$ cat src/hw/sarc_map.svh
// Constants for the converter readout control block
`ifndef SARC_MAP_SVH
`define SARC_MAP_SVH
`define SARC_CLK_PERIOD_NS   40
`define SARC_TRIG_MIN_NS     20
`define SARC_CONV_NS         360
`define SARC_ACQ_NS          100
`define SARC_QUIET_PRE_NS    50
`define SARC_QUIET_POST_NS   40
`define SARC_RST_MIN_NS      25
`define SARC_ABORT_MAX_NS    50
// Longest time rounds down, at least one cycle
`define SARC_CONV_CYC  ((`SARC_CONV_NS / `SARC_CLK_PERIOD_NS) < 1 ? 1 : \
                        (`SARC_CONV_NS / `SARC_CLK_PERIOD_NS))
// Least time rounds up
`define SARC_ACQ_CYC   ((`SARC_ACQ_NS + `SARC_CLK_PERIOD_NS - 1) / \
                        `SARC_CLK_PERIOD_NS)
`define SARC_DATA_W      16
`define SARC_ZERO_CODE   16'h0000
`define SARC_FULL_CODE   16'hffff
`define SARC_LOW_FILL    8'hff
`define SARC_CNT_W       4
`endif

$ cat src/hw/sarc_pkg.sv
// Types shared by the converter readout control block
package sarc_pkg;
   typedef enum logic [2:0] {
      SARC_SAMPLE = 3'b001,
      SARC_CONV   = 3'b010,
      SARC_IDLE   = 3'b100
   } sarc_state_type;

   typedef struct packed {
      logic       cs_n;
      logic       rd_n;
      logic       byte_sel;
      logic       trig_n;
   } sarc_ctrl_type;

   typedef struct packed {
      logic [15:0] data;
      logic [15:0] oe;
   } sarc_bus_type;
endpackage

$ cat src/hw/sarc_top.sv
// Converter conversion control and parallel result readout
`timescale 1ns/1ps
`include "sarc_map.svh"
module sarc_top
   import sarc_pkg::*;
(
   input  wire logic        core_clk,
   input  wire logic        rst_n,
   input  wire logic        conversion_trigger_n,
   input  wire logic        cs_n,
   input  wire logic        rd_n,
   input  wire logic        byte_sel,
   input  wire logic [15:0] sample_code,
   output logic             busy,
   output logic             sampling,
   output logic [15:0]      output_data_bus,
   output logic [15:0]      output_data_bus_oe
);
   sarc_ctrl_type  pins_raw;
   sarc_ctrl_type  pins;
   sarc_ctrl_type  prev_q;
   sarc_state_type state_q;
   logic [`SARC_CNT_W-1:0] cnt_q;
   logic [15:0]    hold_q;
   logic [15:0]    result_q;
   logic [15:0]    bus_q;
   logic [15:0]    oe_q;
   logic           busy_q;
   logic           sampling_q;
   logic           trig_fall;
   logic           cs_fall;
   logic           conv_done;
   logic           abort;

   localparam logic [`SARC_CNT_W-1:0] CONV_LAST =
      `SARC_CNT_W'(`SARC_CONV_CYC - 1);

   // Arranges a 16-bit result for the chosen byte order
   function automatic logic [15:0] lane_map(input logic [15:0] r,
                                            input logic        hi_sel);
      if (hi_sel)
         lane_map = {r[7:0], `SARC_LOW_FILL};
      else
         lane_map = r;
   endfunction

   assign pins_raw = '{cs_n: cs_n, rd_n: rd_n, byte_sel: byte_sel,
                       trig_n: conversion_trigger_n};

   sarc_sync u_sync (
      .core_clk (core_clk),
      .rst_n    (rst_n),
      .pins_in  (pins_raw),
      .pins_out (pins)
   );

   always_ff @(posedge core_clk) begin
      if (!rst_n)
         prev_q <= '1;
      else
         prev_q <= pins;
   end

   // A trigger counts only with select low at its falling edge
   assign trig_fall = prev_q.trig_n && !pins.trig_n && !pins.cs_n;
   assign cs_fall   = prev_q.cs_n && !pins.cs_n;
   assign conv_done = (state_q == SARC_CONV) && (cnt_q == CONV_LAST);
   // Self-clear abort: new trigger or select fall mid-conversion
   assign abort     = (state_q == SARC_CONV) && (trig_fall || cs_fall);

   always_ff @(posedge core_clk) begin
      if (!rst_n) begin
         state_q <= SARC_SAMPLE;
         cnt_q   <= '0;
      end else begin
         unique case (state_q)
            SARC_SAMPLE, SARC_IDLE: begin
               cnt_q <= '0;
               if (trig_fall)
                  state_q <= SARC_CONV;
               else if (state_q == SARC_IDLE && cs_fall)
                  state_q <= SARC_SAMPLE;
            end
            SARC_CONV: begin
               cnt_q <= cnt_q + `SARC_CNT_W'(1);
               if (abort) begin
                  state_q <= SARC_SAMPLE;
                  cnt_q   <= '0;
               end else if (conv_done) begin
                  // Select high at end: sampling waits for select fall
                  state_q <= pins.cs_n ? SARC_IDLE : SARC_SAMPLE;
               end
            end
            default: begin
               state_q <= SARC_SAMPLE;
               cnt_q   <= '0;
            end
         endcase
      end
   end

   // Sample frozen at the trigger edge, so later input motion is ignored
   always_ff @(posedge core_clk) begin
      if (!rst_n)
         hold_q <= `SARC_ZERO_CODE;
      else if (trig_fall && state_q != SARC_CONV)
         hold_q <= sample_code;
   end

   always_ff @(posedge core_clk) begin
      if (!rst_n)
         result_q <= `SARC_ZERO_CODE;
      else if (abort)
         result_q <= `SARC_ZERO_CODE;
      else if (conv_done)
         result_q <= hold_q;
   end

   always_ff @(posedge core_clk) begin
      if (!rst_n) begin
         busy_q     <= 1'b0;
         sampling_q <= 1'b1;
      end else begin
         busy_q     <= (state_q == SARC_CONV) && !conv_done && !abort
                       || ((state_q != SARC_CONV) && trig_fall);
         sampling_q <= (state_q == SARC_SAMPLE) && !trig_fall
                       || (state_q == SARC_CONV && abort)
                       || (conv_done && !pins.cs_n && !abort)
                       || (state_q == SARC_IDLE && cs_fall
                           && !trig_fall);
      end
   end

   // Bus enabled only during a read; result shows from busy fall
   always_ff @(posedge core_clk) begin
      if (!rst_n) begin
         bus_q <= `SARC_ZERO_CODE;
         oe_q  <= '0;
      end else begin
         oe_q  <= {16{!pins.cs_n && !pins.rd_n}};
         bus_q <= lane_map(conv_done && !abort ? hold_q : result_q,
                           pins.byte_sel);
      end
   end

   assign busy               = busy_q;
   assign sampling           = sampling_q;
   assign output_data_bus    = bus_q;
   assign output_data_bus_oe = oe_q;
endmodule

$ cat src/hw/sarc_sync.sv
// Two-stage synchroniser for the control pins
`timescale 1ns/1ps
`include "sarc_map.svh"
module sarc_sync
   import sarc_pkg::*;
(
   input  wire logic          core_clk,
   input  wire logic          rst_n,
   input  wire sarc_ctrl_type pins_in,
   output sarc_ctrl_type      pins_out
);
   sarc_ctrl_type meta_q;
   sarc_ctrl_type sync_q;

   // Idle level is all high: strobes released, byte select high is harmless
   always_ff @(posedge core_clk) begin
      if (!rst_n) begin
         meta_q <= '1;
         sync_q <= '1;
      end else begin
         meta_q <= pins_in;
         sync_q <= meta_q;
      end
   end

   assign pins_out = sync_q;
endmodule

$ cat config.mk
export PLATFORM = sky130hd
export DESIGN_NAME = sarc_top
export DESIGN_NICKNAME = d
export VERILOG_FILES = /design/src/hw/sarc_pkg.sv /design/src/hw/sarc_top.sv /design/src/hw/sarc_sync.sv
export VERILOG_INCLUDE_DIRS = /design/src /design/src/hw
export SDC_FILE = /design/constraint.sdc
export NUM_CORES = 1
export LEC_CHECK = 0
export BUFFER_PORTS_ARGS = -buffer_cell sky130_fd_sc_hd__buf_2
export CORE_MARGIN = 8
export CORE_UTILIZATION = 54
export DETAILED_ROUTE_END_ITERATION = 10
export PLACE_DENSITY = 0.8
export SETUP_SLACK_MARGIN = 0.1
export SLEW_MARGIN = 20
export SYNTH_ARGS = -nofsm -noshare
export SYNTH_HDL_FRONTEND = slang
export SYNTH_HIERARCHICAL = 1
export SYNTH_SLANG_ARGS = --single-unit
$ cat constraint.sdc
create_clock -name core_clk -period 1.7 [get_ports core_clk]
set_input_delay 0.255 -clock core_clk [delete_from_list [all_inputs] [get_ports core_clk]]
set_output_delay 0.255 -clock core_clk [all_outputs]
set_load 0.005 [all_outputs]
* Word-level counts from Yosys, hierarchy flattened
Cells that the tools add are included.
** Cells by class
- $add $sub $neg :: 1
- Eq/ne operators :: 7
- Mux-type cells :: 8
- Bitwise operators :: 2
- Reductions and logical operators :: 31
** Operators with widths (count)
- two-way mux 16 bit :: 2
- logical AND 1 bit :: 16
- two-way mux 3 bit :: 5
- zero test 1 bit :: 6
- != test 3 bit, second input constant :: 2
- one-hot mux 3 bit (2 select lines) :: 1
- logical OR 1 bit :: 5
- adder 4 x 1 -> 4 bit, second input constant :: 1
- == test 4 bit, second input constant :: 1
- OR reduction 2 bit :: 2
- == test 3 x 1 -> 1 bit, second input constant :: 1
- == test 3 x 2 -> 1 bit, second input constant :: 1
- == test 3 bit, second input constant :: 1
- != test 3 x 2 -> 1 bit, second input constant :: 1
- OR reduction 3 bit :: 1
- inverter 1 bit :: 2
- AND reduction 2 bit :: 1
** Storage, ports and cells
- Register bits :: 68

* Depth between registers and ports, before layout
Gate-level depths: netlist of the first run.
- Depth in word-level cells :: 9
- Mapped depth :: 8
- Gate-level depth less buffers :: 6

* Hierarchy
Netlist of the first run, hierarchy kept.
** Modules (own cells, without submodules)
- sarc_top :: instances 1, cells each 288, area each 2606.2 µm²
- sarc_sync :: instances 1, cells each 16, area each 210.2 µm²

* Least setup slack after synthesis of the first run
No wires, ideal clock.
- Path kind :: register to register
- Start :: reg cnt_q[0]
- End :: reg bus_q[6] (netlist: output_data_bus[6])
- Setup time :: 0.122 ns
- Arrival time :: 1.449 ns
- Required time :: 1.578 ns
- Setup slack :: 0.130 ns
- Stages on the path, launching flop included :: 8
- Path buffers :: 1
- Cells stage by stage :: dfxtp_1 inv_1 ha_1 and3b_1 nand2_2 buf_6 or4_1 o311a_1
** Between the ends
- Word-level cells in the longest chain between the ends :: 5
** RTL lines
- start, declared :: RTL line sarc_top.sv:23 : logic [`SARC_CNT_W-1:0] cnt_q;
- start signal, assigned :: RTL line sarc_top.sv:85 : cnt_q <= cnt_q + `SARC_CNT_W'(1);
- == test 4 bit :: RTL line sarc_top.sv:67 : assign conv_done = (state_q == SARC_CONV) && (cnt_q == CONV_LAST);
- logical AND 1 bit :: RTL line sarc_top.sv:67
- logical AND 1 bit :: RTL line sarc_top.sv:141 : bus_q <= lane_map(conv_done && !abort ? hold_q : result_q,
- two-way mux 16 bit :: RTL line sarc_top.sv:141
- two-way mux 16 bit :: RTL line sarc_top.sv:41 : if (hi_sel)
- end signal, assigned :: RTL line sarc_top.sv:137 : bus_q <= `SARC_ZERO_CODE;
- end signal, assigned :: RTL line sarc_top.sv:141
- end, declared :: RTL line sarc_top.sv:26 : logic [15:0] bus_q;
Every way passes these cells.
A chain may end at the register's enable or synchronous reset.

* Worst setup path after layout of the first run
- Start :: reg cnt_q[1]
- End :: reg result_q[6]
** Between the ends
- Word-level cells in the longest chain between the ends :: 2
** RTL lines
- == test 4 bit :: RTL line sarc_top.sv:67
- logical AND 1 bit :: RTL line sarc_top.sv:67
- end signal, assigned :: RTL line sarc_top.sv:112 : result_q <= `SARC_ZERO_CODE;
- end signal, assigned :: RTL line sarc_top.sv:114 : result_q <= `SARC_ZERO_CODE;
- end signal, assigned :: RTL line sarc_top.sv:116 : result_q <= hold_q;
- end, declared :: RTL line sarc_top.sv:25 : logic [15:0] result_q;
Every way passes these cells.

==> out/summary.log, run 1 <==
[outcome] run status completed
[sta] total count of max-transition violations in the final report 0
[drt] number of design rule violations left after detail routing 0
[clock_tree] master cell of the clock root buffer sky130_fd_sc_hd__clkbuf_8
[setup_path] largest fanout on the critical path 6
[sta] worst-case clock skew 5.792 ps
[place] count of buffers inserted at the top-level ports 55
[sta] setup violators final 0
[die] placeable core region 0.005075 mm²
[drt] average wire per standard cell 16.53 µm
[sta] worst slack on hold paths 93.17 ps
[grt] wire length of the first global-routing pass 11.05 mm
[logic_synthesis] FF+latch count, synth 68
[clock_tree] CTS tree built
[final_layout] count of filler cells inserted in the layout 360
[sta] worst rel slew slack 72.30%
[drt] detailed router's first-iteration violation count 244
[logic_synthesis] post-synthesis instance total 304
[drt] count of nets left with antenna violations after detail routing 0
[drt] per-cell via count in the routed design 5.490
[logic_synthesis] average size of a mapped cell 9.265 µm²
[logic_synthesis] Post-synth ARST share 0%
[setup_path] Reg-to-Reg Start cnt_q[1]
[setup_path] r2r endpoint result_q[6]
[logic_synthesis] EDFF count, synth 0
[setup_path] slowest CP cell sky130_fd_sc_hd__dfxtp_2
[hold_path] start point of the worst min-delay path byte_sel
[setup_path] signal arrival time at the worst endpoint 1900 ps
[sta] ratio of final minimum period to clock period 95.94%
[final_layout] fraction of final layout cells sized beyond drive strength 1 38.01%
[logic_synthesis] cell type with the largest total area after synthesis sky130_fd_sc_hd__dfxtp_1
[logic_synthesis] synth top area cells sky130_fd_sc_hd__dfxtp_1, sky130_fd_sc_hd__nand2_1, sky130_fd_sc_hd__a21boi_1, sky130_fd_sc_hd__buf_4, sky130_fd_sc_hd__a21oi_1
[hold_path] class of the tightest hold or removal check in -> reg
[die] Die W 88.22 µm
[setup_path] Req. time, crit path 1970 ps
[setup_path] combined buffer and inverter count along the critical path 4
[drt] detailed-route wire length 7.288 mm
[job] max-capacitance violation count 0
[power] Pwr per Cell Area 891.5 mW/mm²
[logic_synthesis] Synthesis Warnings 6
[logic_synthesis] Yosys top cell area share 48.33%
[place] Placed Cells 413
[logic_synthesis] share of synthesized area occupied by flip-flops and latches 48.33%
[sta] final hold violation count 0
[clock_tree] CTS sink count 68
[clock_tree] Inserted Clock Buffers 9
[sta] actual transition at the worst max-transition pin 405.0 ps
[logic_synthesis] dominant register cell in the synthesized netlist sky130_fd_sc_hd__dfxtp_1
[logic_synthesis] library cell with the highest instance count after synthesis sky130_fd_sc_hd__dfxtp_1
[sta] fin crit period 1631 ps
[clock_tree] Max clock buf depth 2
[power] Worst IR Drop VDD 0.5504 mV
[final_layout] final cell count without fillers 441
[grt] met1 usage 21.51%
[drt] number of iterations in the first detailed-routing pass 4
[sta] RSZ-0062 raised after global routing yes
[grt] total congestion overflow after global routing 0
[logic_synthesis] synthesized area 0.002816 mm²
[logic_synthesis] number of different library cells in the post-synthesis netlist 41
[clock_tree] Clk Latency, worst-skew pair 340 ps
[power] sum of internal, switching and leakage power 3.237 mW
[final_layout] number of nets in the layout 390
[place] Post-DP HPWL 4.418 mm
[sta] Achievable Freq 613.1 MHz
[setup_path] CP cell instances inv_2 -> ha_4 -> and3b_2 -> nand2_4 -> buf_4 -> bufbuf_16 -> buf_8 -> nand2_1 -> a21oi_2
[final_layout] Area growth, synth to finish 28.92%
[final_layout] ANT cells 0
[logic_synthesis] Syn Nets 328
[die] DIE AREA 0.007783 mm²
[setup_path] CP Capture Type flip-flop
[clock_tree] total number of H-tree levels 3
[grt] met3 capacity usage during global routing 2.600%
[setup_path] CP delay by family, top buffers and inverters
[setup_path] R2R Setup Slk 70 ps
[clock_tree] clock-pin slew on the worst setup and hold paths 70 ps
[setup_path] worst stage delay on the critical path 340 ps
[grt] initial antenna violation count 0
[grt] vias in the first global route 2,357
[die] effective utilization at floorplan 55.50%
[place] final estimated routing congestion in global placement 0.8583
[setup_path] Worst R2R Path Depth 9
[die] Placement Rows 26
[grt] met2 capacity usage during global routing 30.96%
[die] die height 88.22 µm
[setup_path] startpoint kind of the worst setup timing path flip-flop
[hold_path] Min-Delay Endpoint u_sync/meta_q[1]
[die] I/O pin cnt 56
[logic_synthesis] top cell types by occurrence after synthesis sky130_fd_sc_hd__dfxtp_1, sky130_fd_sc_hd__nand2_1, sky130_fd_sc_hd__a21oi_1, sky130_fd_sc_hd__a21boi_1, sky130_fd_sc_hd__buf_4
[grt] Most Used Layer, Global Route met2
[hold_path] Hold Path Cell Cnt 2
[power] leakage power figure 1.637 nW
[drt] Via Count 2,421
[grt] total routing usage reported by global routing 18.20%
[grt] maximum number of pins on one net before global-route repair 33
[setup_path] worst setup path category reg -> reg
## registers in the layout, summed over array words and instances (netlist names)
signal,cells
u_sync/meta_q,4
state_q,3
hold_q,16
output_data_bus_oe,1
output_data_bus,16
u_sync/pins_out,4
prev_q,2
cnt_q,4
result_q,16
sampling,1
busy,1
## area by class of cell
cell class	instances	area (µm²)	share of cell area, %
clock inverters	5	75.07	2.068
repair buffers	85	616.8	16.99
flip-flops and latches	68	1370	37.73
clock buffers	11	141.4	3.894
inverters	4	15.01	0.4135
multi-input cells	198	1325	36.49
well taps	70	87.58	2.412
## logic make-up (layout without fill, tap and decap cells)
kind of cell	count (synthesis)	count (layout)	share of synthesized area (%)
and+or+nand+nor	118	118	20.61
buffers and inverters	38	105	7.730
DFF	68	68	48.33
AOI/OAI and AO/OA	60	60	15.77
adders and majority gates	2	2	0.8884
xor gates and xnor gates	2	2	0.6221
muxes	16	16	6.042
## report_power, final
part | total (mW) | internal [mW] | switching (mW)
registers | 1.63 | 1.62 | 0.0120
logic | 0.153 | 0.0758 | 0.0777
clock network | 1.45 | 0.859 | 0.596
## per-layer routing
metal  vias to the layer above  share of wire (%)
met1                      1141                 42
met5                         -                  0
li1                       1156                  -
met2                       104                 48
met4                         0                3.3
met3                        20                6.3
## per-stage QoR
stage                     utilization, %  setup TNS, ps  worst slack [ps]  instance area, µm²
final                              71.55              0             69.05                3631
after global routing               71.55              0             20.48                3631
after CTS                          68.98              0             92.81                3501
after detailed placement           62.06         -17.49            -14.12                3149
after global placement             62.06              0             52.68                3149
after floorplan                        -              0             129.8                2816
## layout by cell type (no fill, tap or decap), types with 2 or more instances in the layout
cell type	instances
sky130_fd_sc_hd__and3_1	2
sky130_fd_sc_hd__inv_1	2
sky130_fd_sc_hd__mux2i_1	8
sky130_fd_sc_hd__or4_4	4
sky130_fd_sc_hd__o21a_1	3
sky130_fd_sc_hd__a21oi_1	10
sky130_fd_sc_hd__a21boi_1	16
sky130_fd_sc_hd__or4_1	4
sky130_fd_sc_hd__nor2_1	6
sky130_fd_sc_hd__o21ai_0	2
sky130_fd_sc_hd__bufinv_16	2
sky130_fd_sc_hd__a21oi_2	8
sky130_fd_sc_hd__buf_12	5
sky130_fd_sc_hd__nand3_1	10
sky130_fd_sc_hd__o211a_1	8
sky130_fd_sc_hd__buf_2	55
sky130_fd_sc_hd__nand2_1	61
sky130_fd_sc_hd__nor2b_1	2
sky130_fd_sc_hd__nand2b_1	13
sky130_fd_sc_hd__nand2_2	4
sky130_fd_sc_hd__inv_2	2
sky130_fd_sc_hd__clkinv_2	3
sky130_fd_sc_hd__buf_4	21
sky130_fd_sc_hd__clkbuf_8	10
sky130_fd_sc_hd__mux2_2	8
sky130_fd_sc_hd__dfxtp_2	4
sky130_fd_sc_hd__o311a_1	8
sky130_fd_sc_hd__dfxtp_1	63
## repair_timing
item	4_1_cts	5_1_grt
resized for setup	17	21
gates cloned	1	1
pin swaps	4	9
hold buffers	0	0
endpoints found under the setup margin	28	34
setup buffers	8	2
## worst max path at each step
stage	startpoint	to	slack (ps)	depth (start not counted)
CTS	cnt_q[1]	output_data_bus[1]	90	7
global placement	cnt_q[1]	output_data_bus[6]	50	7
finish	cnt_q[1]	result_q[6]	70	9
global route	cnt_q[0]	result_q[6]	20	9
detailed placement	u_sync/pins_out[0]	hold_q[14]	-10	4
floorplan	cnt_q[0]	output_data_bus[6]	130	7
No activity file was read; power rests on OpenSTA's default activity.
==> run 2: changes to the inputs <==
--- a/config.mk
+++ b/config.mk
@@ -6,10 +6,13 @@
 export SDC_FILE = /design/constraint.sdc
 export NUM_CORES = 1
 export LEC_CHECK = 0
+export ABC_AREA = 1
 export BUFFER_PORTS_ARGS = -buffer_cell sky130_fd_sc_hd__buf_2
 export CORE_MARGIN = 8
 export CORE_UTILIZATION = 54
+export CTS_CLUSTER_DIAMETER = 50
 export DETAILED_ROUTE_END_ITERATION = 10
+export GPL_TIMING_DRIVEN = 0
 export PLACE_DENSITY = 0.8
 export SETUP_SLACK_MARGIN = 0.1
 export SLEW_MARGIN = 20
==> out/summary.log, run 2 <==
[outcome] run status completed
[die] I/O pin cnt 56 [unchanged]
[final_layout] leading cell type in the layout, fill and taps excluded sky130_fd_sc_hd__nand2_1
[die] Die W 88.97 µm [+0.85%]
[power] Pwr per Cell Area 914.9 mW/mm² [+2.6%]
[grt] maximum number of pins on one net before global-route repair 17 [-48%]
[power] sum of internal, switching and leakage power 3.159 mW [-2.4%]
[logic_synthesis] Yosys top cell area share 47.35% [-0.99 points]
[sta] RSZ-0062 raised after global routing no
[sta] worst rel slew slack 67.34% [-5.0 points]
[final_layout] ANT cells 0 [unchanged]
[logic_synthesis] dominant register cell in the synthesized netlist sky130_fd_sc_hd__dfxtp_1
[sta] fin crit period 1511 ps [-119.7 ps]
[clock_tree] Inserted Clock Buffers 9 [unchanged]
[grt] total routing usage reported by global routing 16.88% [-1.3 points]
[logic_synthesis] FF+latch count, synth 68 [unchanged]
[setup_path] Worst R2R Path Depth 10 [+1]
[die] effective utilization at floorplan 55.94% [+0.44 points]
[drt] per-cell via count in the routed design 4.681 [-15%]
[drt] Via Count 2,420 [-0.041%]
[logic_synthesis] library cell with the highest instance count after synthesis sky130_fd_sc_hd__nand2_1
[clock_tree] Clk Latency, worst-skew pair 340 ps [about the same]
[drt] count of nets left with antenna violations after detail routing 0 [unchanged]
[logic_synthesis] top cell types by occurrence after synthesis sky130_fd_sc_hd__nand2_1, sky130_fd_sc_hd__dfxtp_1, sky130_fd_sc_hd__nor2_1, sky130_fd_sc_hd__nand3_1, sky130_fd_sc_hd__inv_1
[power] leakage power figure 1.693 nW [+3.5%]
[logic_synthesis] Syn Nets 398 [+21%]
[final_layout] Util after Layout 67.19% [-4.4 points]
[setup_path] signal arrival time at the worst endpoint 1750 ps [-150 ps]
[setup_path] CP Capture Type flip-flop
[die] Placement Rows 26 [unchanged]
[die] DIE AREA 0.007916 mm² [+1.7%]
[grt] initial antenna violation count 0 [unchanged]
[drt] detailed-route wire length 6.261 mm [-14%]
[sta] post-route worst setup slack 188.8 ps [+119.7 ps]
[die] placeable core region 0.005140 mm² [+1.3%]
[setup_path] largest fanout on the critical path 8 [+2]
[sta] ratio of final minimum period to clock period 88.90% [-7.0 points]
[sta] total count of max-transition violations in the final report 0 [unchanged]
[grt] wire length of the first global-routing pass 10.23 mm [-7.4%]
[logic_synthesis] share of synthesized area occupied by flip-flops and latches 47.35% [-0.99 points]
[clock_tree] CTS tree built
[final_layout] fraction of final layout cells sized beyond drive strength 1 30.43% [-7.6 points]
[drt] average wire per standard cell 12.11 µm [-27%]
[grt] vias in the first global route 2,290 [-2.8%]
[logic_synthesis] average size of a mapped cell 7.688 µm² [-17%]
[sta] Achievable Freq 661.7 MHz [+7.9%]
[logic_synthesis] cell type with the largest total area after synthesis sky130_fd_sc_hd__dfxtp_1
[drt] number of design rule violations left after detail routing 0 [unchanged]
[grt] total congestion overflow after global routing 0 [unchanged]
[hold_path] Hold Path Cell Cnt 3 [+1]
[clock_tree] master cell of the clock root buffer sky130_fd_sc_hd__clkbuf_8
[drt] number of iterations in the first detailed-routing pass 4 [unchanged]
[clock_tree] Max clock buf depth 2 [unchanged]
[power] Worst IR Drop VDD 0.5199 mV [-5.5%]
[clock_tree] total number of H-tree levels 3 [unchanged]
[sta] actual transition at the worst max-transition pin 489.9 ps [+84.90 ps]
[final_layout] number of nets in the layout 467 [+20%]
[setup_path] Req. time, crit path 1940 ps [-30 ps]
[place] area post-placement 0.003233 mm² [+2.7%]
[logic_synthesis] EDFF count, synth 0 [unchanged]
[drt] detailed router's first-iteration violation count 144 [-41%]
[sta] setup violators final 0 [unchanged]
[logic_synthesis] Post-synth ARST share 0% [unchanged]
[clock_tree] CTS sink count 68 [unchanged]
[hold_path] class of the tightest hold or removal check in -> reg
[logic_synthesis] synth top area cells sky130_fd_sc_hd__dfxtp_1, sky130_fd_sc_hd__nand2_1, sky130_fd_sc_hd__nor2_1, sky130_fd_sc_hd__nand3_1, sky130_fd_sc_hd__buf_4
[sta] final hold violation count 0 [unchanged]
[sta] worst-case clock skew 5.808 ps [+0.01602 ps]
[logic_synthesis] Synthesis Warnings 6 [unchanged]
[setup_path] startpoint kind of the worst setup timing path flip-flop
[clock_tree] hold bufs inserted after CTS 0 [unchanged]
[setup_path] worst setup path category reg -> reg
[logic_synthesis] number of different library cells in the post-synthesis netlist 26 [-37%]
[final_layout] commonest cells after routing, fill and taps aside sky130_fd_sc_hd__nand2_1, sky130_fd_sc_hd__dfxtp_1, sky130_fd_sc_hd__buf_2, sky130_fd_sc_hd__nor2_1, sky130_fd_sc_hd__nand3_1
[logic_synthesis] post-synthesis instance total 374 [+23%]
[logic_synthesis] synthesized area 0.002875 mm² [+2.1%]
[place] final estimated routing congestion in global placement 0.8514 [-0.80%]
[place] Post-DP HPWL 4.499 mm [+1.8%]
[clock_tree] clock-pin slew on the worst setup and hold paths 70 ps [about the same]
[place] count of buffers inserted at the top-level ports 54 [-1.8%]
[sta] total negative setup slack 0 ps [unchanged]
[place] worst setup timing slack at the placement stage 148.7 ps [+162.9 ps]
[job] max-capacitance violation count 0 [unchanged]
[final_layout] Area growth, synth to finish 20.10%
[final_layout] Layout Cell Area excl Fill 0.003453 mm² [-4.9%]
[die] die height 88.97 µm [+0.85%]
## run 2: cell count changes in the layout (fill, tap and decap cells not counted), moves of 13 or more
cell,previous run,this run
sky130_fd_sc_hd__a21boi_1,16,0
sky130_fd_sc_hd__inv_1,2,27
sky130_fd_sc_hd__nand2_1,61,93
sky130_fd_sc_hd__nand2b_1,13,0
sky130_fd_sc_hd__nand3_1,10,34
sky130_fd_sc_hd__nor2_1,6,54
sky130_fd_sc_hd__o21ai_0,2,17
## run 2: worst paths after layout
kind	startpoint	to	slack [ps]
min	byte_sel	u_sync/meta_q[1]	80
max	cnt_q[0]	output_data_bus[8]	190
max reg2reg	cnt_q[0]	output_data_bus[8]	190
min reg2reg	u_sync/pins_out[2]	output_data_bus_oe[0]	380
## run 2: per-stage QoR
step,hold WS [ps],cells
6_report,80.98,517
5_1_grt,79.78,517
4_1_cts,68.09,513
3_5_place_dp,370.9,498
3_3_place_gp,373.7,498
2_1_floorplan,339.8,374
## run 2: repair_timing
item,4_1_cts,5_1_grt
resized for setup,0,10
buffers inserted,0,3
setup endpoints to repair,0,23
## run 2: kinds of logic (layout without fill, tap and decap cells)
| logic type | after synthesis | after routing | share of synthesized area [%] |
|---|---|---|---|
| AO/OA/AOI/OAI | 37 | 37 | 8.094 |
| XOR/XNOR | 2 | 2 | 0.6093 |
| adder cells (fa/ha/maj) | 2 | 2 | 0.8702 |
| buffers and inverters | 66 | 139 | 12.45 |
| flip-flops | 68 | 68 | 47.35 |
| AND/OR/NAND/NOR | 199 | 199 | 30.64 |
## run 2: worst max-delay path: stages, from the launching register on
cell	delay, ps
sky130_fd_sc_hd__dfxtp_2	330
sky130_fd_sc_hd__inv_1	90
sky130_fd_sc_hd__ha_4	140
sky130_fd_sc_hd__nand3_4	80
sky130_fd_sc_hd__nor2_4	220
sky130_fd_sc_hd__nand2_4	90
sky130_fd_sc_hd__buf_12	140
sky130_fd_sc_hd__nand2_2	60
sky130_fd_sc_hd__nand2_1	70
sky130_fd_sc_hd__nor2_1	130
sky130_fd_sc_hd__nor2_2	50
## run 2: report_power, final
part           switching, mW  internal (mW)
combinational          0.244          0.148
clock                  0.558          0.515
sequential            0.0339           1.66
## run 2: area by class of cell
class | count | area [µm²]
Multi-Input combinational cell | 240 | 1181
Buffer | 31 | 224.0
Clock inverter | 3 | 15.01
Clock buffer | 12 | 135.1
Sequential cell | 68 | 1364
Fill cell | 471 | 1687
Tap cell | 70 | 87.58
Inverter | 35 | 136.4
Timing Repair Buffer | 58 | 310.3
## run 2: metal layers
metal	up-vias	wire length [µm]	track usage [%]
met1	1025	2890	21.50
met2	109	2803	25.34
met3	6	482	3.217
met4	0	84	11.33
met5	-	0	0
li1	1280	-	-
==> run 3: changes to the inputs <==
--- a/config.mk
+++ b/config.mk
@@ -9,11 +9,12 @@
 export ABC_AREA = 1
 export BUFFER_PORTS_ARGS = -buffer_cell sky130_fd_sc_hd__buf_2
 export CORE_MARGIN = 8
-export CORE_UTILIZATION = 54
+export CORE_UTILIZATION = 58
+export CTS_BUF_LIST = sky130_fd_sc_hd__clkbuf_16
 export CTS_CLUSTER_DIAMETER = 50
 export DETAILED_ROUTE_END_ITERATION = 10
 export GPL_TIMING_DRIVEN = 0
-export PLACE_DENSITY = 0.8
+export PLACE_DENSITY = 0.85
 export SETUP_SLACK_MARGIN = 0.1
 export SLEW_MARGIN = 20
 export SYNTH_ARGS = -nofsm -noshare
==> constraint.sdc (replaced) <==
create_clock -name core_clk -period 1.8 [get_ports core_clk]
set_input_delay 0.27 -clock core_clk [delete_from_list [all_inputs] [get_ports core_clk]]
set_output_delay 0.27 -clock core_clk [all_outputs]
set_load 0.005 [all_outputs]
==> out/summary.log, run 3 (synthesis results as in run 2) <==
[sta] total count of max-transition violations in the final report 0 [unchanged]
[final_layout] number of nets in the layout 463 [-0.86%]
[hold_path] class of the tightest hold or removal check in -> reg
[setup_path] Req. time, crit path 2020 ps [+80 ps]
[final_layout] leading cell type in the layout, fill and taps excluded sky130_fd_sc_hd__nand2_1
[sta] ratio of final minimum period to clock period 87.23% [-1.7 points]
[drt] count of nets left with antenna violations after detail routing 0 [unchanged]
[clock_tree] hold bufs inserted after CTS 0 [unchanged]
[setup_path] most used cell, CP sky130_fd_sc_hd__nand2_1
[setup_path] largest fanout on the critical path 10 [+2]
[sta] Achievable Freq 636.9 MHz [-3.7%]
[setup_path] CP Capture Type flip-flop
[final_layout] fraction of final layout cells sized beyond drive strength 1 28.05% [-2.4 points]
[sta] setup violators final 0 [unchanged]
[job] max-capacitance violation count 0 [unchanged]
[drt] per-cell via count in the routed design 4.861 [+3.8%]
[clock_tree] master cell of the clock root buffer sky130_fd_sc_hd__clkbuf_16
[sta] worst rel slew slack 66.96% [-0.38 points]
[grt] total congestion overflow after global routing 0 [unchanged]
[clock_tree] buffers inserted by post-CTS timing repair 0 [unchanged]
[clock_tree] clock-pin slew on the worst setup and hold paths 50 ps [-20 ps]
[drt] number of iterations in the first detailed-routing pass 4 [unchanged]
[final_layout] commonest cells after routing, fill and taps aside sky130_fd_sc_hd__nand2_1, sky130_fd_sc_hd__dfxtp_1, sky130_fd_sc_hd__buf_2, sky130_fd_sc_hd__nor2_1, sky130_fd_sc_hd__nand3_1
[power] Pwr per Cell Area 1021 mW/mm² [+12%]
[sta] total negative setup slack 0 ps [unchanged]
[clock_tree] Inserted Clock Buffers 9 [unchanged]
[setup_path] CP delay by family, top simple AND/OR/NAND/NOR gates
[setup_path] startpoint kind of the worst setup timing path flip-flop
[setup_path] slowest CP cell sky130_fd_sc_hd__dfxtp_1
[place] Post-DP HPWL 4.551 mm [+1.2%]
[die] effective utilization at floorplan 60.47% [+4.5 points]
[clock_tree] CTS sink count 68 [unchanged]
[die] placeable core region 0.004755 mm² [-7.5%]
[outcome] run status completed
[setup_path] CP cell instances inv_1 -> ha_1 -> nand3_2 -> nor2_4 -> nand2_4 -> buf_6 -> nand2_1 -> nand3_1 -> nand2_1 -> nor2_2
[setup_path] combined buffer and inverter count along the critical path 2 [unchanged]
[drt] detailed-route wire length 6.466 mm [+3.3%]
[clock_tree] Clk Latency, worst-skew pair 320 ps [-20 ps]
[power] leakage power figure 1.719 nW [+1.5%]
[sta] final hold violation count 0 [unchanged]
[power] Worst IR Drop VDD 0.7427 mV [+43%]
[place] count of buffers inserted at the top-level ports 54 [unchanged]
[die] die height 86.41 µm [-2.9%]
[sta] fin crit period 1570 ps [+58.87 ps]
[final_layout] ANT cells 0 [unchanged]
[final_layout] count of filler cells inserted in the layout 380 [-19%]
[sta] worst-case clock skew 5.672 ps [-0.1359 ps]
[die] DIE AREA 0.007467 mm² [-5.7%]
[clock_tree] number of gates resized after cts 0 [unchanged]
[clock_tree] total number of H-tree levels 3 [unchanged]
[sta] actual transition at the worst max-transition pin 494.9 ps [+5.018 ps]
[grt] maximum number of pins on one net before global-route repair 17 [unchanged]
[drt] average wire per standard cell 12.70 µm [+4.9%]
[grt] total routing usage reported by global routing 18.57% [+1.7 points]
[drt] detailed router's first-iteration violation count 223 [+55%]
[drt] Via Count 2,474 [+2.2%]
[die] Die W 86.41 µm [-2.9%]
[place] final estimated routing congestion in global placement 0.8676 [+1.9%]
[grt] wire length of the first global-routing pass 10.88 mm [+6.3%]
[clock_tree] Max clock buf depth 2 [unchanged]
[setup_path] signal arrival time at the worst endpoint 1790 ps [+40 ps]
[die] Placement Rows 25 [-3.8%]
[setup_path] worst stage delay on the critical path 340 ps [about the same]
[setup_path] worst setup path category reg -> reg
[drt] number of design rule violations left after detail routing 0 [unchanged]
[grt] initial antenna violation count 0 [unchanged]
[clock_tree] CTS tree built
[final_layout] Util after Layout 73.68% [+6.5 points]
[grt] vias in the first global route 2,428 [+6.0%]
[final_layout] Area growth, synth to finish 21.85%
[sta] RSZ-0062 raised after global routing yes
[die] I/O pin cnt 56 [unchanged]
## run 3: changes by cell type in the layout (fill, tap and decap cells not counted), sizes merged
cell | previous run | this run
bufinv | 0 | 1
inv | 35 | 36
clkbuf | 16 | 13
buf | 85 | 81
## run 3: layout make-up
class	count	area [µm²]	share of cell area [%]
sequential	68	1361	38.86
multi-input combinational	240	1156	33.00
timing repair buffer	54	270.3	7.714
clock buffer	9	225.2	6.429
buffer	31	224.0	6.393
inverter	35	136.4	3.893
tap	67	83.83	2.393
clock inverter	5	46.29	1.321
## run 3: final timing paths
kind | from | end | slack [ps] | depth (start not counted)
max | cnt_q[0] | output_data_bus[15] | 230 | 10
min | cs_n | u_sync/meta_q[3] | 120 | 3
max reg2reg | cnt_q[0] | output_data_bus[15] | 230 | 10
min reg2reg | u_sync/pins_out[2] | output_data_bus_oe[0] | 400 | 1
## run 3: worst register-to-register path: stages (launching register included)
cell and delay [ps]:
sky130_fd_sc_hd__dfxtp_1 340, sky130_fd_sc_hd__inv_1 70, sky130_fd_sc_hd__ha_1 150, sky130_fd_sc_hd__nand3_2 120
sky130_fd_sc_hd__nor2_4 200, sky130_fd_sc_hd__nand2_4 120, sky130_fd_sc_hd__buf_6 160, sky130_fd_sc_hd__nand2_1 70
sky130_fd_sc_hd__nand3_1 80, sky130_fd_sc_hd__nand2_1 120, sky130_fd_sc_hd__nor2_2 40
## run 3: report_power, final
part	leakage [nW]	switching (mW)	internal, mW	total [mW]
Combinational	1.03	0.233	0.140	0.373
Sequential	0.554	0.0328	1.57	1.60
Clock	0.137	0.562	1.04	1.60
Total	1.72	0.828	2.75	3.58
## run 3: per-layer routing
metal / GRT usage (%) / routed length, µm / share of wire (%) / vias up
met3: 5.293 / 495 / 7.7 / 10
li1: - / - / - / 1276
met5: 0 / 0 / 0 / -
met1: 21.97 / 2848 / 44 / 1100
met2: 30.00 / 3010 / 47 / 88
met4: 9.233 / 111 / 1.7 / 0
## run 3: through the flow
step / hold WS, ps / area, µm² / cells / power (mW) / worst slack, ps
finish: 116.3 / 3503 / 509 / 3.575 / 229.9
global route: 121.3 / 3503 / 509 / 3.718 / 94.70
CTS: 113.3 / 3501 / 509 / 3.590 / 208.9
detailed placement: 386.9 / 3229 / 495 / 2.000 / 261.9
global placement: 380.6 / 3229 / 495 / 1.981 / 284.3
floorplan: 354.8 / 2875 / 374 / 1.892 / 442.8
